**src/atsr_pkg.sv**
```systemverilog
package atsr_pkg;

	// ****************************************
	// clock and line timing
	// ****************************************
	localparam int unsigned CLK_HZ      = 40_000_000;
	localparam int unsigned BAUD_BPS    = 9600;
	localparam int unsigned GAP_MS      = 400;
	// bit time rounds down; 0.02 % fast, well inside any receiver margin
	localparam int unsigned BIT_CYCLES  = CLK_HZ / BAUD_BPS;
	localparam int unsigned GAP_CYCLES  = (CLK_HZ / 1000) * GAP_MS;
	localparam int unsigned TIMER_W     = 24;

	// ****************************************
	// character framing
	// ****************************************
	localparam int unsigned CHAR_W      = 7;
	localparam int unsigned FRAME_BITS  = 10;
	localparam int unsigned REPORT_LEN  = 8;
	localparam int unsigned ALARM_LEN   = 7;
	localparam int unsigned DIGITS      = 5;
	localparam int unsigned FIFO_DEPTH  = 4;

	// ****************************************
	// turn count
	// ****************************************
	localparam int unsigned COUNT_W          = 16;
	localparam logic [15:0] TURN_LIMIT_DEFAULT = 16'hFFFF;
	localparam logic [15:0] COUNT_ZERO       = 16'h0000;
	localparam logic [15:0] COUNT_ONE        = 16'h0001;

	// ****************************************
	// ascii codes
	// ****************************************
	localparam logic [6:0] ASC_P     = 7'h50;
	localparam logic [6:0] ASC_PLUS  = 7'h2B;
	localparam logic [6:0] ASC_MINUS = 7'h2D;
	localparam logic [6:0] ASC_ZERO  = 7'h30;
	localparam logic [6:0] ASC_A     = 7'h41;
	localparam logic [6:0] ASC_L     = 7'h4C;
	localparam logic [6:0] ASC_M     = 7'h4D;
	localparam logic [6:0] ASC_DOT   = 7'h2E;
	localparam logic [6:0] ASC_CR    = 7'h0D;
	localparam logic [6:0] HEX_TEN   = 7'h0A;

	// revolution step pulses from the encoder front end
	typedef struct packed {
		logic fwd;
		logic rev;
	} atsr_step_s;

	typedef enum logic [1:0] {
		PR_IDLE,
		PR_CONV,
		PR_EMIT
	} atsr_prod_e;

	typedef enum logic {
		TX_IDLE,
		TX_SHIFT
	} atsr_tx_e;

endpackage : atsr_pkg

```
**src/atsr_fifo.sv**
```systemverilog
`timescale 1ns/10ps

module atsr_fifo
	import atsr_pkg::*;
#(
	parameter int unsigned WIDTH = CHAR_W,
	parameter int unsigned DEPTH = FIFO_DEPTH
)(
	input  wire logic             sys_clk,   // system clock
	input  wire logic             rst,       // sync reset, high
	input  wire logic             in_valid,  // writer offers a word
	output logic                  in_ready,  // room for a word
	input  wire logic [WIDTH-1:0] in_data,   // word written
	output logic                  out_valid, // a word is waiting
	input  wire logic             out_ready, // reader takes the word
	output logic      [WIDTH-1:0] out_data   // oldest word, from storage
);

	localparam int unsigned PTR_W = (DEPTH > 1) ? $clog2(DEPTH) : 1;
	localparam logic [PTR_W:0] DEPTH_L = (PTR_W+1)'(DEPTH);
	localparam logic [PTR_W-1:0] LAST_L = PTR_W'(DEPTH - 1);

	logic [WIDTH-1:0] mem_reg [DEPTH];
	logic [PTR_W-1:0] wr_ptr_reg;
	logic [PTR_W-1:0] rd_ptr_reg;
	logic [PTR_W:0]   fill_reg;
	logic             push;
	logic             pop;

	// full and empty follow the fill count directly
	assign in_ready  = (fill_reg != DEPTH_L);
	assign out_valid = (fill_reg != '0);
	assign push      = in_valid && in_ready;
	assign pop       = out_valid && out_ready;
	assign out_data  = mem_reg[rd_ptr_reg];

	// storage is written only, never reset
	always_ff @(posedge sys_clk)
	begin
		if (push)
			mem_reg[wr_ptr_reg] <= in_data;
	end

	// pointers and fill count
	always_ff @(posedge sys_clk)
	begin
		if (rst)
		begin
			wr_ptr_reg <= '0;
			rd_ptr_reg <= '0;
			fill_reg   <= '0;
		end
		else
		begin
			if (push)
				wr_ptr_reg <= (wr_ptr_reg == LAST_L) ? '0 : wr_ptr_reg + 1'b1;
			if (pop)
				rd_ptr_reg <= (rd_ptr_reg == LAST_L) ? '0 : rd_ptr_reg + 1'b1;
			if (push && !pop)
				fill_reg <= fill_reg + 1'b1;
			else if (pop && !push)
				fill_reg <= fill_reg - 1'b1;
		end
	end

endmodule : atsr_fifo

```
**src/atsr_reporter.sv**
```systemverilog
`timescale 1ns/10ps

// Function
// - turns sent as async frames on serial out
// - eight chars: P, sign, five digits, CR
// - zero count reports as five zero digits
// - default limit wraps signed 16-bit count
// - with absolute encoder, sensor command on-to-off sends alarm text
// - sensor command ignored while motor powered
// - with absolute encoder, reverse at zero loads the turn limit
// - with absolute encoder, forward at the limit clears to zero
// - limit 0..65535, default 65535, read at restart
// - pulse mode resumes 400 ms after report
module atsr_reporter
	import atsr_pkg::*;
#(
	parameter int unsigned BIT_CYC = BIT_CYCLES,
	parameter int unsigned GAP_CYC = GAP_CYCLES
)(
	input  wire logic               sys_clk,             // system clock, 40 MHz
	input  wire logic               rst,                 // sync reset, high
	input  wire atsr_step_s         rev_step,            // one-cycle revolution pulses
	input  wire logic               abs_encoder_fitted,  // absolute encoder present
	input  wire logic               motor_power_on,      // motor energised
	input  wire logic               sensor_activate_cmd, // host command level
	input  wire logic [15:0]        turn_wrap_limit,     // limit setting, read at restart
	input  wire logic [7:0]         alarm_code,          // two hex digits of alarm
	output logic                    turns_serial_out,    // serial line to host
	output logic                    pulse_mode_active,   // line handed to pulse output
	output logic [COUNT_W-1:0]      turn_count,          // current revolution count
	output logic                    report_busy          // report or alarm in flight
);

	// ****************************************
	// declarations
	// ****************************************
	logic [15:0]        limit_reg;
	logic               limit_loaded_reg;
	logic [COUNT_W-1:0] count_reg;
	logic               cmd_prev_reg;
	atsr_prod_e         prod_reg;
	logic               alarm_mode_reg;
	logic               report_sent_reg;
	logic [2:0]         char_idx_reg;
	logic [2:0]         dig_idx_reg;
	logic [16:0]        rem_reg;
	logic [3:0]         digit_reg [DIGITS];
	logic               sign_neg_reg;
	logic [7:0]         alarm_reg;
	atsr_tx_e           tx_reg;
	logic [FRAME_BITS-1:0] shift_reg;
	logic [3:0]         bit_cnt_reg;
	logic [TIMER_W-1:0] baud_cnt_reg;
	logic [TIMER_W-1:0] gap_cnt_reg;
	logic               gap_run_reg;
	logic               line_reg;
	logic               pulse_mode_reg;

	logic               custom_limit;
	logic               cmd_rise;
	logic               cmd_fall;
	logic               fifo_in_ready;
	logic               fifo_out_valid;
	logic               fifo_out_ready;
	logic [CHAR_W-1:0]  fifo_out_data;
	logic               emit_valid;
	logic [CHAR_W-1:0]  emit_char;
	logic               emit_last;
	logic [16:0]        weight;

	localparam logic [3:0]         LAST_BIT  = 4'(FRAME_BITS - 1);
	localparam logic [2:0]         LAST_DIG  = 3'(DIGITS - 1);
	localparam logic [2:0]         REP_LAST  = 3'(REPORT_LEN - 1);
	localparam logic [2:0]         ALM_LAST  = 3'(ALARM_LEN - 1);
	localparam logic [TIMER_W-1:0] BIT_LAST  = TIMER_W'(BIT_CYC - 1);
	localparam logic [TIMER_W-1:0] GAP_LAST  = TIMER_W'(GAP_CYC - 1);

	// ****************************************
	// helper functions
	// ****************************************
	function automatic logic [6:0] hex_ascii(input logic [3:0] nib);
		logic [6:0] n;
		n = {3'h0, nib};
		hex_ascii = (n < HEX_TEN) ? ASC_ZERO + n : ASC_A + (n - HEX_TEN);
	endfunction : hex_ascii

	// decimal weight of digit position, most significant first
	function automatic logic [16:0] dec_weight(input logic [2:0] idx);
		unique case (idx)
			3'h0:    dec_weight = 17'h02710;
			3'h1:    dec_weight = 17'h003E8;
			3'h2:    dec_weight = 17'h00064;
			3'h3:    dec_weight = 17'h0000A;
			default: dec_weight = 17'h00001;
		endcase
	endfunction : dec_weight

	// ****************************************
	// turn count and limit
	// ****************************************
	// limit captured once after restart
	always_ff @(posedge sys_clk)
	begin
		if (rst)
		begin
			limit_reg        <= TURN_LIMIT_DEFAULT;
			limit_loaded_reg <= 1'b0;
		end
		else if (!limit_loaded_reg)
		begin
			limit_reg        <= turn_wrap_limit;
			limit_loaded_reg <= 1'b1;
		end
	end

	// custom limit only with an absolute encoder
	assign custom_limit = abs_encoder_fitted && (limit_reg != TURN_LIMIT_DEFAULT);

	// simultaneous fwd and rev pulses cancel out
	always_ff @(posedge sys_clk)
	begin
		if (rst)
			count_reg <= COUNT_ZERO;
		else if (rev_step.fwd && !rev_step.rev)
		begin
			if (custom_limit && count_reg == limit_reg)
				count_reg <= COUNT_ZERO;
			// default wraps +32767 to -32768 naturally
			else
				count_reg <= count_reg + COUNT_ONE;
		end
		else if (rev_step.rev && !rev_step.fwd)
		begin
			if (custom_limit && count_reg == COUNT_ZERO)
				count_reg <= limit_reg;
			else
				count_reg <= count_reg - COUNT_ONE;
		end
	end

	assign turn_count = count_reg;

	// ****************************************
	// sensor command edges
	// ****************************************
	always_ff @(posedge sys_clk)
	begin
		if (rst)
			cmd_prev_reg <= 1'b0;
		else
			cmd_prev_reg <= sensor_activate_cmd;
	end

	// edges taken only with motor power off
	assign cmd_rise = sensor_activate_cmd && !cmd_prev_reg && !motor_power_on;
	assign cmd_fall = !sensor_activate_cmd && cmd_prev_reg && !motor_power_on;

	// ****************************************
	// character producer
	// ****************************************
	assign weight = dec_weight(dig_idx_reg);

	// producer sequence; new commands are dropped until the producer is back in PR_IDLE
	always_ff @(posedge sys_clk)
	begin
		if (rst)
		begin
			prod_reg       <= PR_IDLE;
			alarm_mode_reg <= 1'b0;
			char_idx_reg   <= '0;
			dig_idx_reg    <= '0;
			rem_reg        <= '0;
			sign_neg_reg   <= 1'b0;
			alarm_reg      <= '0;
		end
		else
		begin
			unique case (prod_reg)
				PR_IDLE:
				begin
					char_idx_reg <= '0;
					dig_idx_reg  <= '0;
					if (cmd_rise)
					begin
						alarm_mode_reg <= 1'b0;
						// signed view only under the default limit
						sign_neg_reg   <= !custom_limit && count_reg[COUNT_W-1];
						if (!custom_limit && count_reg[COUNT_W-1])
							rem_reg <= 17'(-$signed({count_reg[COUNT_W-1], count_reg}));
						else
							rem_reg <= {1'b0, count_reg};
						prod_reg <= PR_CONV;
					end
					else if (cmd_fall && abs_encoder_fitted)
					begin
						alarm_mode_reg <= 1'b1;
						alarm_reg      <= alarm_code;
						prod_reg       <= PR_EMIT;
					end
				end
				PR_CONV:
				begin
					// repeated subtraction, at most nine steps a digit
					if (rem_reg >= weight)
						rem_reg <= rem_reg - weight;
					else if (dig_idx_reg == LAST_DIG)
						prod_reg <= PR_EMIT;
					else
						dig_idx_reg <= dig_idx_reg + 3'h1;
				end
				PR_EMIT:
				begin
					if (emit_valid && fifo_in_ready)
					begin
						char_idx_reg <= char_idx_reg + 3'h1;
						if (emit_last)
							prod_reg <= PR_IDLE;
					end
				end
				default: prod_reg <= PR_IDLE;
			endcase
		end
	end

	// digits start at zero, so a zero count gives 00000
	always_ff @(posedge sys_clk)
	begin
		if (rst || (prod_reg == PR_IDLE))
		begin
			for (int i = 0; i < DIGITS; i++)
				digit_reg[i] <= 4'h0;
		end
		else if (prod_reg == PR_CONV && rem_reg >= weight)
			digit_reg[dig_idx_reg] <= digit_reg[dig_idx_reg] + 4'h1;
	end

	// report layout, alarm layout beside it
	always_comb
	begin
		emit_valid = (prod_reg == PR_EMIT);
		emit_char  = ASC_CR;
		if (alarm_mode_reg)
		begin
			emit_last = (char_idx_reg == ALM_LAST);
			unique case (char_idx_reg)
				3'h0:    emit_char = ASC_A;
				3'h1:    emit_char = ASC_L;
				3'h2:    emit_char = ASC_M;
				3'h3:    emit_char = hex_ascii(alarm_reg[7:4]);
				3'h4:    emit_char = hex_ascii(alarm_reg[3:0]);
				3'h5:    emit_char = ASC_DOT;
				default: emit_char = ASC_CR;
			endcase
		end
		else
		begin
			emit_last = (char_idx_reg == REP_LAST);
			unique case (char_idx_reg)
				3'h0:    emit_char = ASC_P;
				3'h1:    emit_char = sign_neg_reg ? ASC_MINUS : ASC_PLUS;
				3'h7:    emit_char = ASC_CR;
				default: emit_char = ASC_ZERO + {3'h0, digit_reg[char_idx_reg - 3'h2]};
			endcase
		end
	end

	// ****************************************
	// character buffer
	// ****************************************
	atsr_fifo #(
		.WIDTH (CHAR_W),
		.DEPTH (FIFO_DEPTH)
	) u_fifo (
		.sys_clk   (sys_clk),
		.rst       (rst),
		.in_valid  (emit_valid),
		.in_ready  (fifo_in_ready),
		.in_data   (emit_char),
		.out_valid (fifo_out_valid),
		.out_ready (fifo_out_ready),
		.out_data  (fifo_out_data)
	);

	// ****************************************
	// serial transmitter
	// ****************************************
	assign fifo_out_ready = (tx_reg == TX_IDLE);

	// start-stop framing on the shared line
	always_ff @(posedge sys_clk)
	begin
		if (rst)
		begin
			tx_reg       <= TX_IDLE;
			shift_reg    <= '1;
			bit_cnt_reg  <= '0;
			baud_cnt_reg <= '0;
			line_reg     <= 1'b1;
		end
		else
		begin
			unique case (tx_reg)
				TX_IDLE:
				begin
					line_reg <= 1'b1;
					if (fifo_out_valid)
					begin
						// stop, even parity, data lsb first, start
						shift_reg    <= {1'b1, ^fifo_out_data, fifo_out_data, 1'b0};
						line_reg     <= 1'b0;
						bit_cnt_reg  <= '0;
						baud_cnt_reg <= '0;
						tx_reg       <= TX_SHIFT;
					end
				end
				TX_SHIFT:
				begin
					if (baud_cnt_reg != BIT_LAST)
						baud_cnt_reg <= baud_cnt_reg + 1'b1;
					else
					begin
						baud_cnt_reg <= '0;
						if (bit_cnt_reg == LAST_BIT)
						begin
							line_reg <= 1'b1;
							tx_reg   <= TX_IDLE;
						end
						else
						begin
							bit_cnt_reg <= bit_cnt_reg + 4'h1;
							line_reg    <= shift_reg[bit_cnt_reg + 4'h1];
						end
					end
				end
			endcase
		end
	end

	assign turns_serial_out = line_reg;

	// ****************************************
	// hand-back to pulse mode
	// ****************************************
	// timer starts once the report's CR leaves the line
	always_ff @(posedge sys_clk)
	begin
		if (rst)
		begin
			report_sent_reg <= 1'b0;
			gap_run_reg     <= 1'b0;
			gap_cnt_reg     <= '0;
			pulse_mode_reg  <= 1'b0;
		end
		else if (prod_reg == PR_IDLE && cmd_rise)
		begin
			// a new report takes the line back from pulse mode
			report_sent_reg <= 1'b1;
			gap_run_reg     <= 1'b0;
			pulse_mode_reg  <= 1'b0;
		end
		else if (report_sent_reg && prod_reg == PR_IDLE && !fifo_out_valid
			&& tx_reg == TX_IDLE)
		begin
			report_sent_reg <= 1'b0;
			gap_run_reg     <= 1'b1;
			gap_cnt_reg     <= '0;
		end
		else if (gap_run_reg)
		begin
			if (gap_cnt_reg == GAP_LAST)
			begin
				gap_run_reg    <= 1'b0;
				pulse_mode_reg <= 1'b1;
			end
			else
				gap_cnt_reg <= gap_cnt_reg + 1'b1;
		end
	end

	assign pulse_mode_active = pulse_mode_reg;
	assign report_busy       = (prod_reg != PR_IDLE) || fifo_out_valid || (tx_reg != TX_IDLE);

endmodule : atsr_reporter

```
**config.mk**
```make
export PLATFORM = sky130hd
export DESIGN_NAME = atsr_reporter
export DESIGN_NICKNAME = d
export VERILOG_FILES = /design/src/atsr_pkg.sv /design/src/atsr_fifo.sv /design/src/atsr_reporter.sv
export SDC_FILE = /design/constraint.sdc
export NUM_CORES = 1
export LEC_CHECK = 0
export ABC_AREA = 1
export BUFFER_PORTS_ARGS = -buffer_cell sky130_fd_sc_hd__clkbuf_2
export CORE_AREA = 2 2 149 151
export CTS_CLUSTER_DIAMETER = 120
export DETAILED_ROUTE_END_ITERATION = 12
export DIE_AREA = 0 0 151 153
export GPL_TIMING_DRIVEN = 0
export PLACE_DENSITY = 0.88
export SLEW_MARGIN = 20
export SYNTH_ARGS = -nofsm -noshare
export SYNTH_HDL_FRONTEND = slang
export SYNTH_SLANG_ARGS = --single-unit
```
**constraint.sdc**
```tcl
create_clock -name sys_clk -period 3.75 [get_ports sys_clk]
set_input_delay 1.125 -clock sys_clk [delete_from_list [all_inputs] [get_ports sys_clk]]
set_output_delay 1.125 -clock sys_clk [all_outputs]
set_load 0.1 [all_outputs]
```
=== After elaboration in Yosys (flattened, before gate mapping) ===
Memories as Yosys holds them, arrays and structs flattened. A register that Yosys moved wholly into a read port is not among the register bits.
Cells that the tools add are included.

* Register bits: 142
* Bits in latches: 0
* Memories: 2
* Memory bits (writable): 48
* Input port bits: 31
* Output and inout port bits: 19
* Memory bits (read-only): 0
* Word-level logic and storage cells: 221

* Equality and inequality tests: 33
* Bitwise logic cells: 4
* Shift operators: 0
* Add/sub/neg operators: 22
* Muxes and demuxes: 74
* Reduce and logical (&&, ||, !) cells: 59
* Multipliers: 0
* Div/mod/pow operators: 0
* $lt $le $gt $ge: 4

{| class="wikitable"
|+ Memory list
! memory !! words !! bits a word !! read ports !! clocked after memory_dff !! wr ports !! RTL line !! source
|-
| u_fifo.mem_reg || 4 || 7 || 1 || 1 || 1 || atsr_fifo.sv:23 || <nowiki>logic [WIDTH-1:0] mem_reg [DEPTH];</nowiki>
|-
| digit_reg || 5 || 4 || 2 || 1 || 5 || atsr_reporter.sv:47 || <nowiki>logic [3:0] digit_reg [DIGITS];</nowiki>
|}

{| class="wikitable"
|+ Operator list
! cell !! number
|-
| 24-bit 2-to-1 mux || 5
|-
| 16-bit 2-to-1 mux || 4
|-
| 14-bit one-hot mux with 4 select lines || 1
|-
| 17-bit 2-to-1 mux || 3
|-
| 24-bit by 1-bit adder with 24-bit output (second input constant) || 2
|-
| 24-bit one-hot mux with 2 select lines || 1
|-
| 7-bit one-hot mux with 6 select lines || 1
|-
| 17-bit one-hot mux with 2 select lines || 1
|-
| 3-bit 2-to-1 mux || 9
|-
| 24-bit equality test (second input constant) || 1
|-
| 1-bit 2-to-1 mux || 24
|-
| 24-bit by 13-bit != test with 1-bit output (second input constant) || 1
|-
| 2-bit != test (second input constant) || 11
|-
| 6-bit by 4-bit adder with 7-bit output (first input constant) || 3
|-
| 7-bit 2-to-1 mux || 3
|-
| 7-bit one-hot mux with 3 select lines || 1
|-
| 1-bit logical AND || 20
|-
| 2-bit 2-to-1 mux || 10
|-
| 3-bit AND reduction || 6
|-
| 17-bit greater-or-equal comparator || 1
|-
| 16-bit negator with 17-bit output || 1
|-
| 17-bit subtractor || 1
|-
| 16-bit by 1-bit adder with 16-bit output (second input constant) || 1
|-
| 16-bit equality test || 1
|-
| other kinds (37) || 84
|}

=== Longest topological paths before layout ===
Gate-level depths: netlist of the first run.

* Depth after elaboration: 9
* Depth in mapped cells: 18
* Gate-level depth less buffers: 17

=== By module ===
From an unflattened synthesis of the first run, not the netlist that was laid out.

* Cell total of the unflattened synthesis: 1,965
* Area total of the unflattened synthesis: 13,300.3 sq um

{| class="wikitable"
|+ Modules (own cells, without submodules)
! module !! instances !! cells an instance !! area each (sq um) !! sequential area each (sq um)
|-
| atsr_reporter || 1 || 1,829 || 11,743.8 || 3,723.6
|-
| atsr_fifo || 1 || 136 || 1,556.5 || 1,021.0
|}

=== Worst setup path before layout of the first run ===
Ideal clock, no wire load.

* Path type: reg2reg
* Start: register dig_idx_reg[2]
* End: memory digit_reg[5][0], enable pin
* Buffers on the path: 0
* Setup time: 0.361 ns
* Data required time: 3.389 ns
* Path slack: 0.994 ns
* Arrival time: 2.395 ns
* Cell stages (with the launch flop): 17
* Period minus slack after synthesis: 2.756 ns
* Cells stage by stage: dfxtp_1 > clkinv_1 > ha_1 > o21ai_0 > ha_1 > nand2_1 > inv_1 > nand2_1 > nand2_1 > nand2_1 > nand3_1 > nand2_1 > nand2_2 > nand2_4 > nor2_4 > nand2_1 > nor3_1

{| class="wikitable"
|+ RTL lines
! item !! RTL line !! source
|-
| start: declaration || atsr_reporter.sv:45 || <nowiki>logic [2:0] dig_idx_reg;</nowiki>
|-
| start signal: assignment || atsr_reporter.sv:209 || <nowiki>dig_idx_reg <= dig_idx_reg + 3'h1;</nowiki>
|-
| end: declaration || atsr_reporter.sv:47 ||
|}

==> results of run 1 <==
==> path summary, 6_finish.rpt <==
kind / start / to / slack (ns) / cells past startpoint
worst max-delay path: dig_idx_reg[0] / digit_reg[7][1] / 0.39 / 14
worst min-delay path: report_sent_reg / report_sent_reg / 0.47 / 2
worst max register to register: dig_idx_reg[0] / digit_reg[7][1] / 0.39 / 14
worst min register to register: report_sent_reg / report_sent_reg / 0.47 / 2
==> area by class of cell <==
| cell class | count | area share (%) |
|---|---|---|
| multi-input cells | 1449 | 49.4 |
| clock inverters | 16 | 1.12 |
| flip-flops and latches | 207 | 32.0 |
| inverters | 248 | 6.30 |
| plain buffers | 74 | 2.70 |
| clock buffers | 28 | 4.44 |
| repair buffers | 48 | 1.62 |
| well taps | 280 | 2.37 |
==> placed cells by master (no fill, tap or decap), drive strengths merged, types with 11 or more instances in the layout <==
cell and count:
o21ai 145, xor2 42, clkinv 11, o211ai 26, a21oi 147, dfxtp 147
nor3 25, inv 246, edfxtp 60, clkbuf 112, nand3 173, nand2 512
ha 48, nor2 244, nand4 33, buf 38
==> cell families (layout without fill, tap and decap cells) <==
family | count (synthesis) | after routing | share of synthesized area, %
AND/OR/NAND/NOR | 1002 | 1002 | 32.2
AO/OA/AOI/OAI | 345 | 345 | 14.2
buffers and inverters | 322 | 414 | 9.97
flip-flops | 207 | 207 | 35.4
XOR/XNOR | 52 | 52 | 3.40
adder cells (fa/ha/maj) | 50 | 50 | 4.79
==> layer usage <==
layer	up-vias	global-route usage, %	routed length (um)
met3	98	5.22	3190
li1	6608	-	-
met5	-	0	0
met1	6145	41.3	15100
met2	588	51.1	16700
met4	0	10.5	1230
==> metrics by stage <==
step	instances	worst slack, ns	hold WS [ns]
finish	2350	0.393	0.468
global route	2350	0.0622	0.495
CTS	2350	0.232	0.472
detailed placement	2306	0.271	0.463
global placement	2306	0.368	0.449
floorplan	1978	0.994	0.435
==> where the power goes <==
part,switching (mW),internal (mW)
Sequential,0.221,2.64
Clock,1.01,1.41
Combinational,2.15,0.878
==> worst reg2reg max path, cell delays in order (launching register included) <==
cell and delay (ns):
dfxtp_1 0.52, inv_1 0.19, ha_1 0.26, o21ai_0 0.36
ha_1 0.29, nand2_1 0.15, nor2_1 0.15, nand2_1 0.09
nand3_1 0.10, nand2_1 0.09, nand2_2 0.09, nand2_4 0.10
nor2_4 0.19, nand2_1 0.11, nor2_1 0.33
==> qor.yml, run 1 <==
yosys:
  synth_seq_area_share_pct: 35.4
  syn_inst: 1978
  syn_area_mm2: 0.0134
  yosysMostFrequentCell: "nand2_1"
  synthArstFlopShare_pct: 0
  synth_seq_cells: 207
  synth-edff-count: 60
  synth_nets: 2059
  syn_area_per_cell_um2: 6.77
  synth.top_cell.area_share_pct: 22.0
  netlist_top_cells_area: "dfxtp_1 22%, nand2_1 14%, edfxtp_1 13%"
  netlist_top_cells_count: "500 x nand2_1, 236 x inv_1, 233 x nor2_1, 172 x nand3_1, 147 x dfxtp_1"
  ys.flop_type: "dfxtp_1"
  synth_top_cell_by_area: "dfxtp_1"
  synth_cell_types: 56
  ys_warn_count: 0
sta:
  fmax_ghz: 0.298
  slew_violations: 0
  max-slew-margin-rel_pct: 43.8
  tightest_slew_ns: 0.842
  setup_viol: 0
  fin_crit_ns: 3.36
  tns_ns: 0
  fin_crit_sh_pct: 89.5
  finalHoldViolations: 0
  fin_skew_ns: 0.0151
  rsz0062_at_grt: "no"
layout:
  fillCellCount: 1881
  n_antenna_cell: 0
  largest_register_ffs: 32
  multi_input_comb_area_mm2: 0.00732
  fin_nets: 2133
  finalInstanceArea_mm2: 0.0148
  drive_gt1_share_pct: 8.79
  post-route-util_pct: 68.9
  regArea_mm2: 0.00474
  syn_to_final_growth_pct: 10.6
placement:
  placed_area_mm2: 0.0140
  portBuffers: 48
  dpl.hpwl_mm: 27.2
  place_congestion: 0.989
worst_setup_path:
  cp-end-kind: "flip-flop"
  cp_data_arrival_time_ns: 3.53
  cpPeakStageDelay_ns: 0.52
  critPathRequiredTime_ns: 3.92
  critPathBufInv: 1
  path_delay_family: "simple AND/OR/NAND/NOR gates"
  crit_path_top_delay_cell: "dfxtp_1"
  worstSetupStartpointType: "flip-flop"
  worstPathCellList: "inv_1 > ha_1 > o21ai_0 > ha_1 > nand2_1 > nor2_1 > nand2_1 > nand3_1 > nand2_1 > nand2_2 > nand2_4 > nor2_4 > nand2_1 > nor2_1"
  cpMostUsedCell: "nand2_1"
  critPathMaxFanout: 9
  worstSetupPathType: "reg2reg"
pwr:
  power_density_mw_per_mm2: 562
  power_mw: 8.32
  power_leakage_nw: 6.60
  ir_drop_mv: 0.444
global_route:
  grt_overflow: 0
  grt_pass1_wl_mm: 59.2
  antenna_found_initial: 0
  grt_pass1_vias: 12500
  grtUsageTotal_pct: 31.1
  grt_max_degree: 16
clock_network:
  clk_path_buf_depth: 3
  clkTransAtPathRegs_ns: 0.06
  cts_buffers: 24
  clk_latency_ns: 0.53
  clockRootBuffer: "clkbuf_16"
  post_cts.repair.setup_buffers: 0
  cts_tree: "built"
  h-tree-depth: 1
  clock_sinks: 207
  hold_buffers: 0
  post_cts_resized: 0
routing:
  drtIter0Drc: 1137
  route.detailed.drc: 0
  wire_per_inst_um: 15.4
  first_pass_iters: 6
  totalWireLength_mm: 36.2
  viasPerCell: 5.72
  via_count: 13400
  postRouteAntennaNets: 0
die:
  fp.dieH_um: 153
  ioPinCount: 50
  die_x_um: 151
  initial_core_util_pct: 62.3
  core-area_mm2: 0.0215
  dieArea_mm2: 0.0231
  fp-row-count: 54
run_status:
  status: "complete, no violations"
run:
  drv_cap: 0
min_path:
  hold_path.class: "reg2reg"
(Power assumes the default switching activity.)
==> run 2, diff against run 1 <==
- PLACE_DENSITY: 0.88 -> unset
- PLACE_DENSITY_LB_ADDON: unset -> 0.3
- SYNTH_HIERARCHICAL: unset -> 1
==> qor.yml, run 2 <==
worst_setup_path:
  cp-endpoint: "digit_reg[5][1]"
  cpMostUsedCell: "nand2_1"
  cpPeakStageDelay_ns: 0.47
  cp-end-kind: "flip-flop"
  rr_worst_depth: 16
  crit_path_top_delay_cell: "dfxtp_2"
  cp_data_arrival_time_ns: 3.61
  worstSetupStartpointType: "flip-flop"
  path_delay_family: "simple AND/OR/NAND/NOR gates"
  worstSetupStartpoint: "dig_idx_reg[0]"
  r2r_end: "digit_reg[5][1]"
  critPathBufInv: 2
  r2r_start: "dig_idx_reg[0]"
  reg2reg_slack_ns: 0.35
  worstSetupPathType: "reg2reg"
  worstPathCellList: "clkinvlp_4 > ha_1 > nand2_1 > nand2_1 > inv_1 > ha_1 > nand2_1 > nor2_1 > nand3_1 > nand3_1 > nand3_1 > nand2_4 > nand2_4 > nor2_8 > nand2_1 > nor2_2"
  critPathMaxFanout: 10
  cp.depth: 16
  critPathRequiredTime_ns: 3.96
global_route:
  grt_max_degree: 16
  antenna_found_initial: 0
  grt_overflow: 0
  grt_pass1_vias: 12200
  grtUsageTotal_pct: 31.6
  grt_pass1_wl_mm: 59.5
clock_network:
  cts_tree: "built"
  clk_path_buf_depth: 3
  clock_sinks: 207
  h-tree-depth: 1
  cts_buffers: 24
  clk_latency_ns: 0.53
  clkTransAtPathRegs_ns: 0.06
  clockRootBuffer: "clkbuf_16"
pwr:
  power_density_mw_per_mm2: 562
  ir_drop_mv: 0.380
  power_leakage_nw: 6.36
yosys:
  synth_top_cell_by_area: "dfxtp_1"
  yosysMostFrequentCell: "nand2_1"
  synth-edff-count: 60
  syn_inst: 1965
  synth_seq_cells: 207
  synth.top_cell.area_share_pct: 22.1
  synth_cell_types: 53
  synth_nets: 2046
  syn_area_mm2: 0.0133
  synthArstFlopShare_pct: 0
  synth_seq_area_share_pct: 35.7
  syn_area_per_cell_um2: 6.77
  netlist_top_cells_area: "dfxtp_1 22%, nand2_1 14%, edfxtp_1 14%"
  ys.flop_type: "dfxtp_1"
  ys_warn_count: 6
  netlist_top_cells_count: "513 x nand2_1, 248 x nor2_1, 199 x inv_1, 189 x nand3_1, 147 x dfxtp_1"
layout:
  fillCellCount: 1847
  largest_register_ffs: 32
  syn_to_final_growth_pct: 10.9
  n_antenna_cell: 0
  finalInstanceArea_mm2: 0.0147
  regArea_mm2: 0.00475
  instances_no_fill: 2341
  multi_input_comb_area_mm2: 0.00744
  mostFrequentLayoutCell: "nand2_1"
  post-route-util_pct: 68.6
  fin_nets: 2124
  final_cell_mix: "512 x nand2_1, 246 x nor2_1, 198 x inv_1"
  drive_gt1_share_pct: 8.69
sta:
  fin_skew_ns: 0.0105
  max-slew-margin-rel_pct: 44.5
  fmax_ghz: 0.294
  finalHoldViolations: 0
  tightest_slew_ns: 0.829
  rsz0062_at_grt: "no"
  setup_viol: 0
  fin_crit_sh_pct: 90.7
  slew_violations: 0
  fin_crit_ns: 3.40
  holdWs_ns: 0.449
  tns_ns: 0
die:
  dieArea_mm2: 0.0231
  ioPinCount: 50
  fp-row-count: 54
  die_x_um: 151
  initial_core_util_pct: 61.9
  fp.dieH_um: 153
  core-area_mm2: 0.0215
routing:
  via_count: 13300
  first_pass_iters: 6
  viasPerCell: 5.68
  wire_per_inst_um: 15.7
  drtIter0Drc: 1194
  route.detailed.drc: 0
  postRouteAntennaNets: 0
  totalWireLength_mm: 36.7
run_status:
  status: "complete, no violations"
run:
  drv_cap: 0
placement:
  portBuffers: 49
  place_congestion: 0.979
  place_inst: 2294
  placed_area_mm2: 0.0139
  dpl.hpwl_mm: 27.6
min_path:
  hold_path.class: "reg2reg"
[run 2: cell types whose count changed in the layout (fill, tap and decap cells not counted), sizes merged, moves of 16 or more]
| cell | change |
|---|---|
| inv | -34 |
| nand3 | +23 |
| nand3b | +19 |
| nor2 | +17 |
| o211ai | -16 |
| o21ai | -28 |
[run 2: timing repair]
item | CTS | global route
hold buffers | 0 | 0
gates resized for setup | 0 | 6
endpoints found under the setup margin | 0 | 32
buffers inserted | 0 | 3
[run 2: cell families after synthesis]
logic type	Yosys count	synth area share [%]
AO/OA/AOI/OAI	298	12.0
XOR/XNOR	63	4.15
adder cells (fa/ha/maj)	50	4.82
buffers and inverters	280	8.50
flip-flops	207	35.7
AND/OR/NAND/NOR	1067	34.8
[run 2: worst register-to-register path, cell delays in order, from the launching register on]
cell	delay (ns)
dfxtp_2	0.47
clkinvlp_4	0.18
ha_1	0.25
nand2_1	0.21
nand2_1	0.11
inv_1	0.10
ha_1	0.21
nand2_1	0.12
nor2_1	0.17
nand3_1	0.13
nand3_1	0.13
nand3_1	0.17
nand2_4	0.13
nand2_4	0.12
nor2_8	0.21
nand2_1	0.12
nor2_2	0.25
[run 2: cell type report]
| cell class | count | area share (%) |
|---|---|---|
| multi-input combinational | 1478 | 50.4 |
| inverter | 214 | 5.48 |
| sequential | 207 | 32.2 |
| clock buffer | 26 | 4.12 |
| clock inverter | 18 | 1.37 |
| tap | 280 | 2.38 |
| timing repair buffer | 52 | 1.82 |
| buffer | 66 | 2.21 |
[run 2: power by group]
part	switching, mW	total, mW	internal, mW
clock	1.01	2.41	1.40
combinational	2.11	3.01	0.902
sequential	0.234	2.87	2.64
total	3.35	8.30	4.94
[run 2: routing by layer]
metal / up-vias / global-route usage [%] / part of all wire [%]
met2: 529 / 51.1 / 46
met3: 87 / 5.52 / 8.0
met1: 6095 / 42.3 / 43
li1: 6581 / - / -
met4: 0 / 11.6 / 3.3
met5: - / 0 / 0
[run 2: through the flow]
step           total power [mW]  setup WS, ns
2_1_floorplan              5.11         0.810
3_5_place_dp               5.86         0.166
6_report                   8.30         0.347
5_1_grt                    8.77        0.0522
4_1_cts                    8.28         0.122
3_3_place_gp               5.76         0.213
[run 2: worst min-delay path by stage]
stage	startpoint	cells after the start	end	slack (ns)
global placement	shift_reg[0]	2	shift_reg[0]	0.44
detailed placement	shift_reg[0]	2	shift_reg[0]	0.43
global route	shift_reg[0]	2	shift_reg[0]	0.46
finish	shift_reg[0]	2	shift_reg[0]	0.45
CTS	shift_reg[0]	2	shift_reg[0]	0.45
floorplan	shift_reg[0]	2	shift_reg[0]	0.42
==> run 3, diff against run 2 <==
- CORE_AREA: 2 2 149 151 -> 2 2 151 153
- DIE_AREA: 0 0 151 153 -> 0 0 153 155
==> qor.yml, run 3 (synthesis results as in run 2) <==
global_route:
  grt_max_degree: 15
  grt_overflow: 0
  grt_pass1_vias: 12200
  antenna_found_initial: 0
  grtUsageTotal_pct: 30.3
  grt_pass1_wl_mm: 59.4
sta:
  tightest_slew_ns: 0.913
  max-slew-margin-rel_pct: 39.1
  fin_crit_sh_pct: 93.6
  fmax_ghz: 0.285
  slew_violations: 0
  holdWs_ns: 0.474
  rsz0062_at_grt: "yes"
  fin_crit_ns: 3.51
  finalHoldViolations: 0
  tns_ns: 0
  setup_viol: 0
  fin_skew_ns: 0.0133
layout:
  largest_register_ffs: 32
  drive_gt1_share_pct: 8.27
  n_antenna_cell: 0
  finalInstanceArea_mm2: 0.0147
  final_cell_mix: "513 x nand2_1, 248 x nor2_1, 199 x inv_1"
  regArea_mm2: 0.00475
  instances_no_fill: 2341
  syn_to_final_growth_pct: 10.4
  mostFrequentLayoutCell: "nand2_1"
  multi_input_comb_area_mm2: 0.00743
  fillCellCount: 1966
  post-route-util_pct: 66.1
  fin_nets: 2120
placement:
  portBuffers: 49
  placed_area_mm2: 0.0139
  dpl.hpwl_mm: 27.1
  place_congestion: 0.973
  place_inst: 2299
routing:
  via_count: 13200
  totalWireLength_mm: 36.7
  wire_per_inst_um: 15.7
  first_pass_iters: 6
  drtIter0Drc: 1225
  postRouteAntennaNets: 0
  viasPerCell: 5.65
  route.detailed.drc: 0
clock_network:
  cts_buffers: 23
  clock_sinks: 207
  clk_path_buf_depth: 3
  clockRootBuffer: "clkbuf_16"
  post_cts.repair.setup_buffers: 0
  cts_tree: "built"
  h-tree-depth: 1
  clk_latency_ns: 0.54
  clkTransAtPathRegs_ns: 0.06
die:
  dieArea_mm2: 0.0237
  fp-row-count: 55
  fp.dieH_um: 155
  die_x_um: 153
  initial_core_util_pct: 59.8
  core-area_mm2: 0.0222
  ioPinCount: 50
worst_setup_path:
  critPathMaxFanout: 10
  critPathRequiredTime_ns: 3.94
  cp-end-kind: "flip-flop"
  cp_data_arrival_time_ns: 3.70
  worstSetupPathType: "reg2reg"
  worstSetupStartpointType: "flip-flop"
min_path:
  hold_path.class: "reg2reg"
pwr:
  power_density_mw_per_mm2: 561
  ir_drop_mv: 0.345
  power_leakage_nw: 6.33
run_status:
  status: "complete, no violations"
run:
  drv_cap: 0
## run 3: cell count changes in the layout (fill, tap and decap cells not counted), moves of 2 or more
cell | previous run | this run
inv_6 | 4 | 0
buf_4 | 5 | 2
clkinv_2 | 5 | 8
nor2_1 | 246 | 248
nor2_2 | 9 | 7
## run 3: critical path, cell delays in order (launching register included)
cell and delay, ns:
dfxtp_2 0.39, inv_1 0.24, ha_1 0.24, nand2_1 0.17, nand2_1 0.14, inv_1 0.07
ha_1 0.39, nand2_1 0.13, inv_2 0.09, nand2_1 0.07, or2_1 0.24, nor2_2 0.10
nor2_2 0.08, nand2_4 0.09, nand2_4 0.12, nor2_8 0.19, nand2_1 0.09, nor2_1 0.31
## run 3: report_power, final
group	leakage (nW)	total, mW	switching (mW)	internal (mW)
clock	0.380	2.34	0.983	1.36
sequential	1.79	2.88	0.238	2.64
combinational	4.16	3.01	2.12	0.896
## run 3: cell type report
type	count	area share [%]
Clock buffer	25	4.04
Inverter	214	5.48
Buffer	66	2.22
Timing Repair Buffer	49	1.67
Tap cell	285	2.43
Clock inverter	17	1.23
Multi-Input combinational cell	1478	50.6
Sequential cell	207	32.3
## run 3: path summary, 6_finish.rpt
check | cells after the start | to | startpoint | slack, ns
worst min-delay path | 2 | shift_reg[0] | shift_reg[0] | 0.47
worst max-delay path | 17 | digit_reg[5][1] | dig_idx_reg[0] | 0.24
worst min register to register | 2 | shift_reg[0] | shift_reg[0] | 0.47
worst max register to register | 17 | digit_reg[5][1] | dig_idx_reg[0] | 0.24
## run 3: stage by stage
stage / power, mW / worst slack (ns)
2_1_floorplan: 5.11 / 0.810
3_5_place_dp: 5.84 / 0.181
3_3_place_gp: 5.77 / 0.183
6_report: 8.23 / 0.241
4_1_cts: 8.19 / 0.144
5_1_grt: 8.71 / -0.0172
## run 3: metal layers
layer  wire length, um  track usage (%)
met3              2830             3.82
met2             16600             50.4
met5                 0                0
met1             16200             41.7
met4              1090             9.08
## run 3: repair_timing
action	4_1_cts	5_1_grt
hold buffers	0	0
endpoints found under the setup margin	0	28
gates resized for setup	0	2
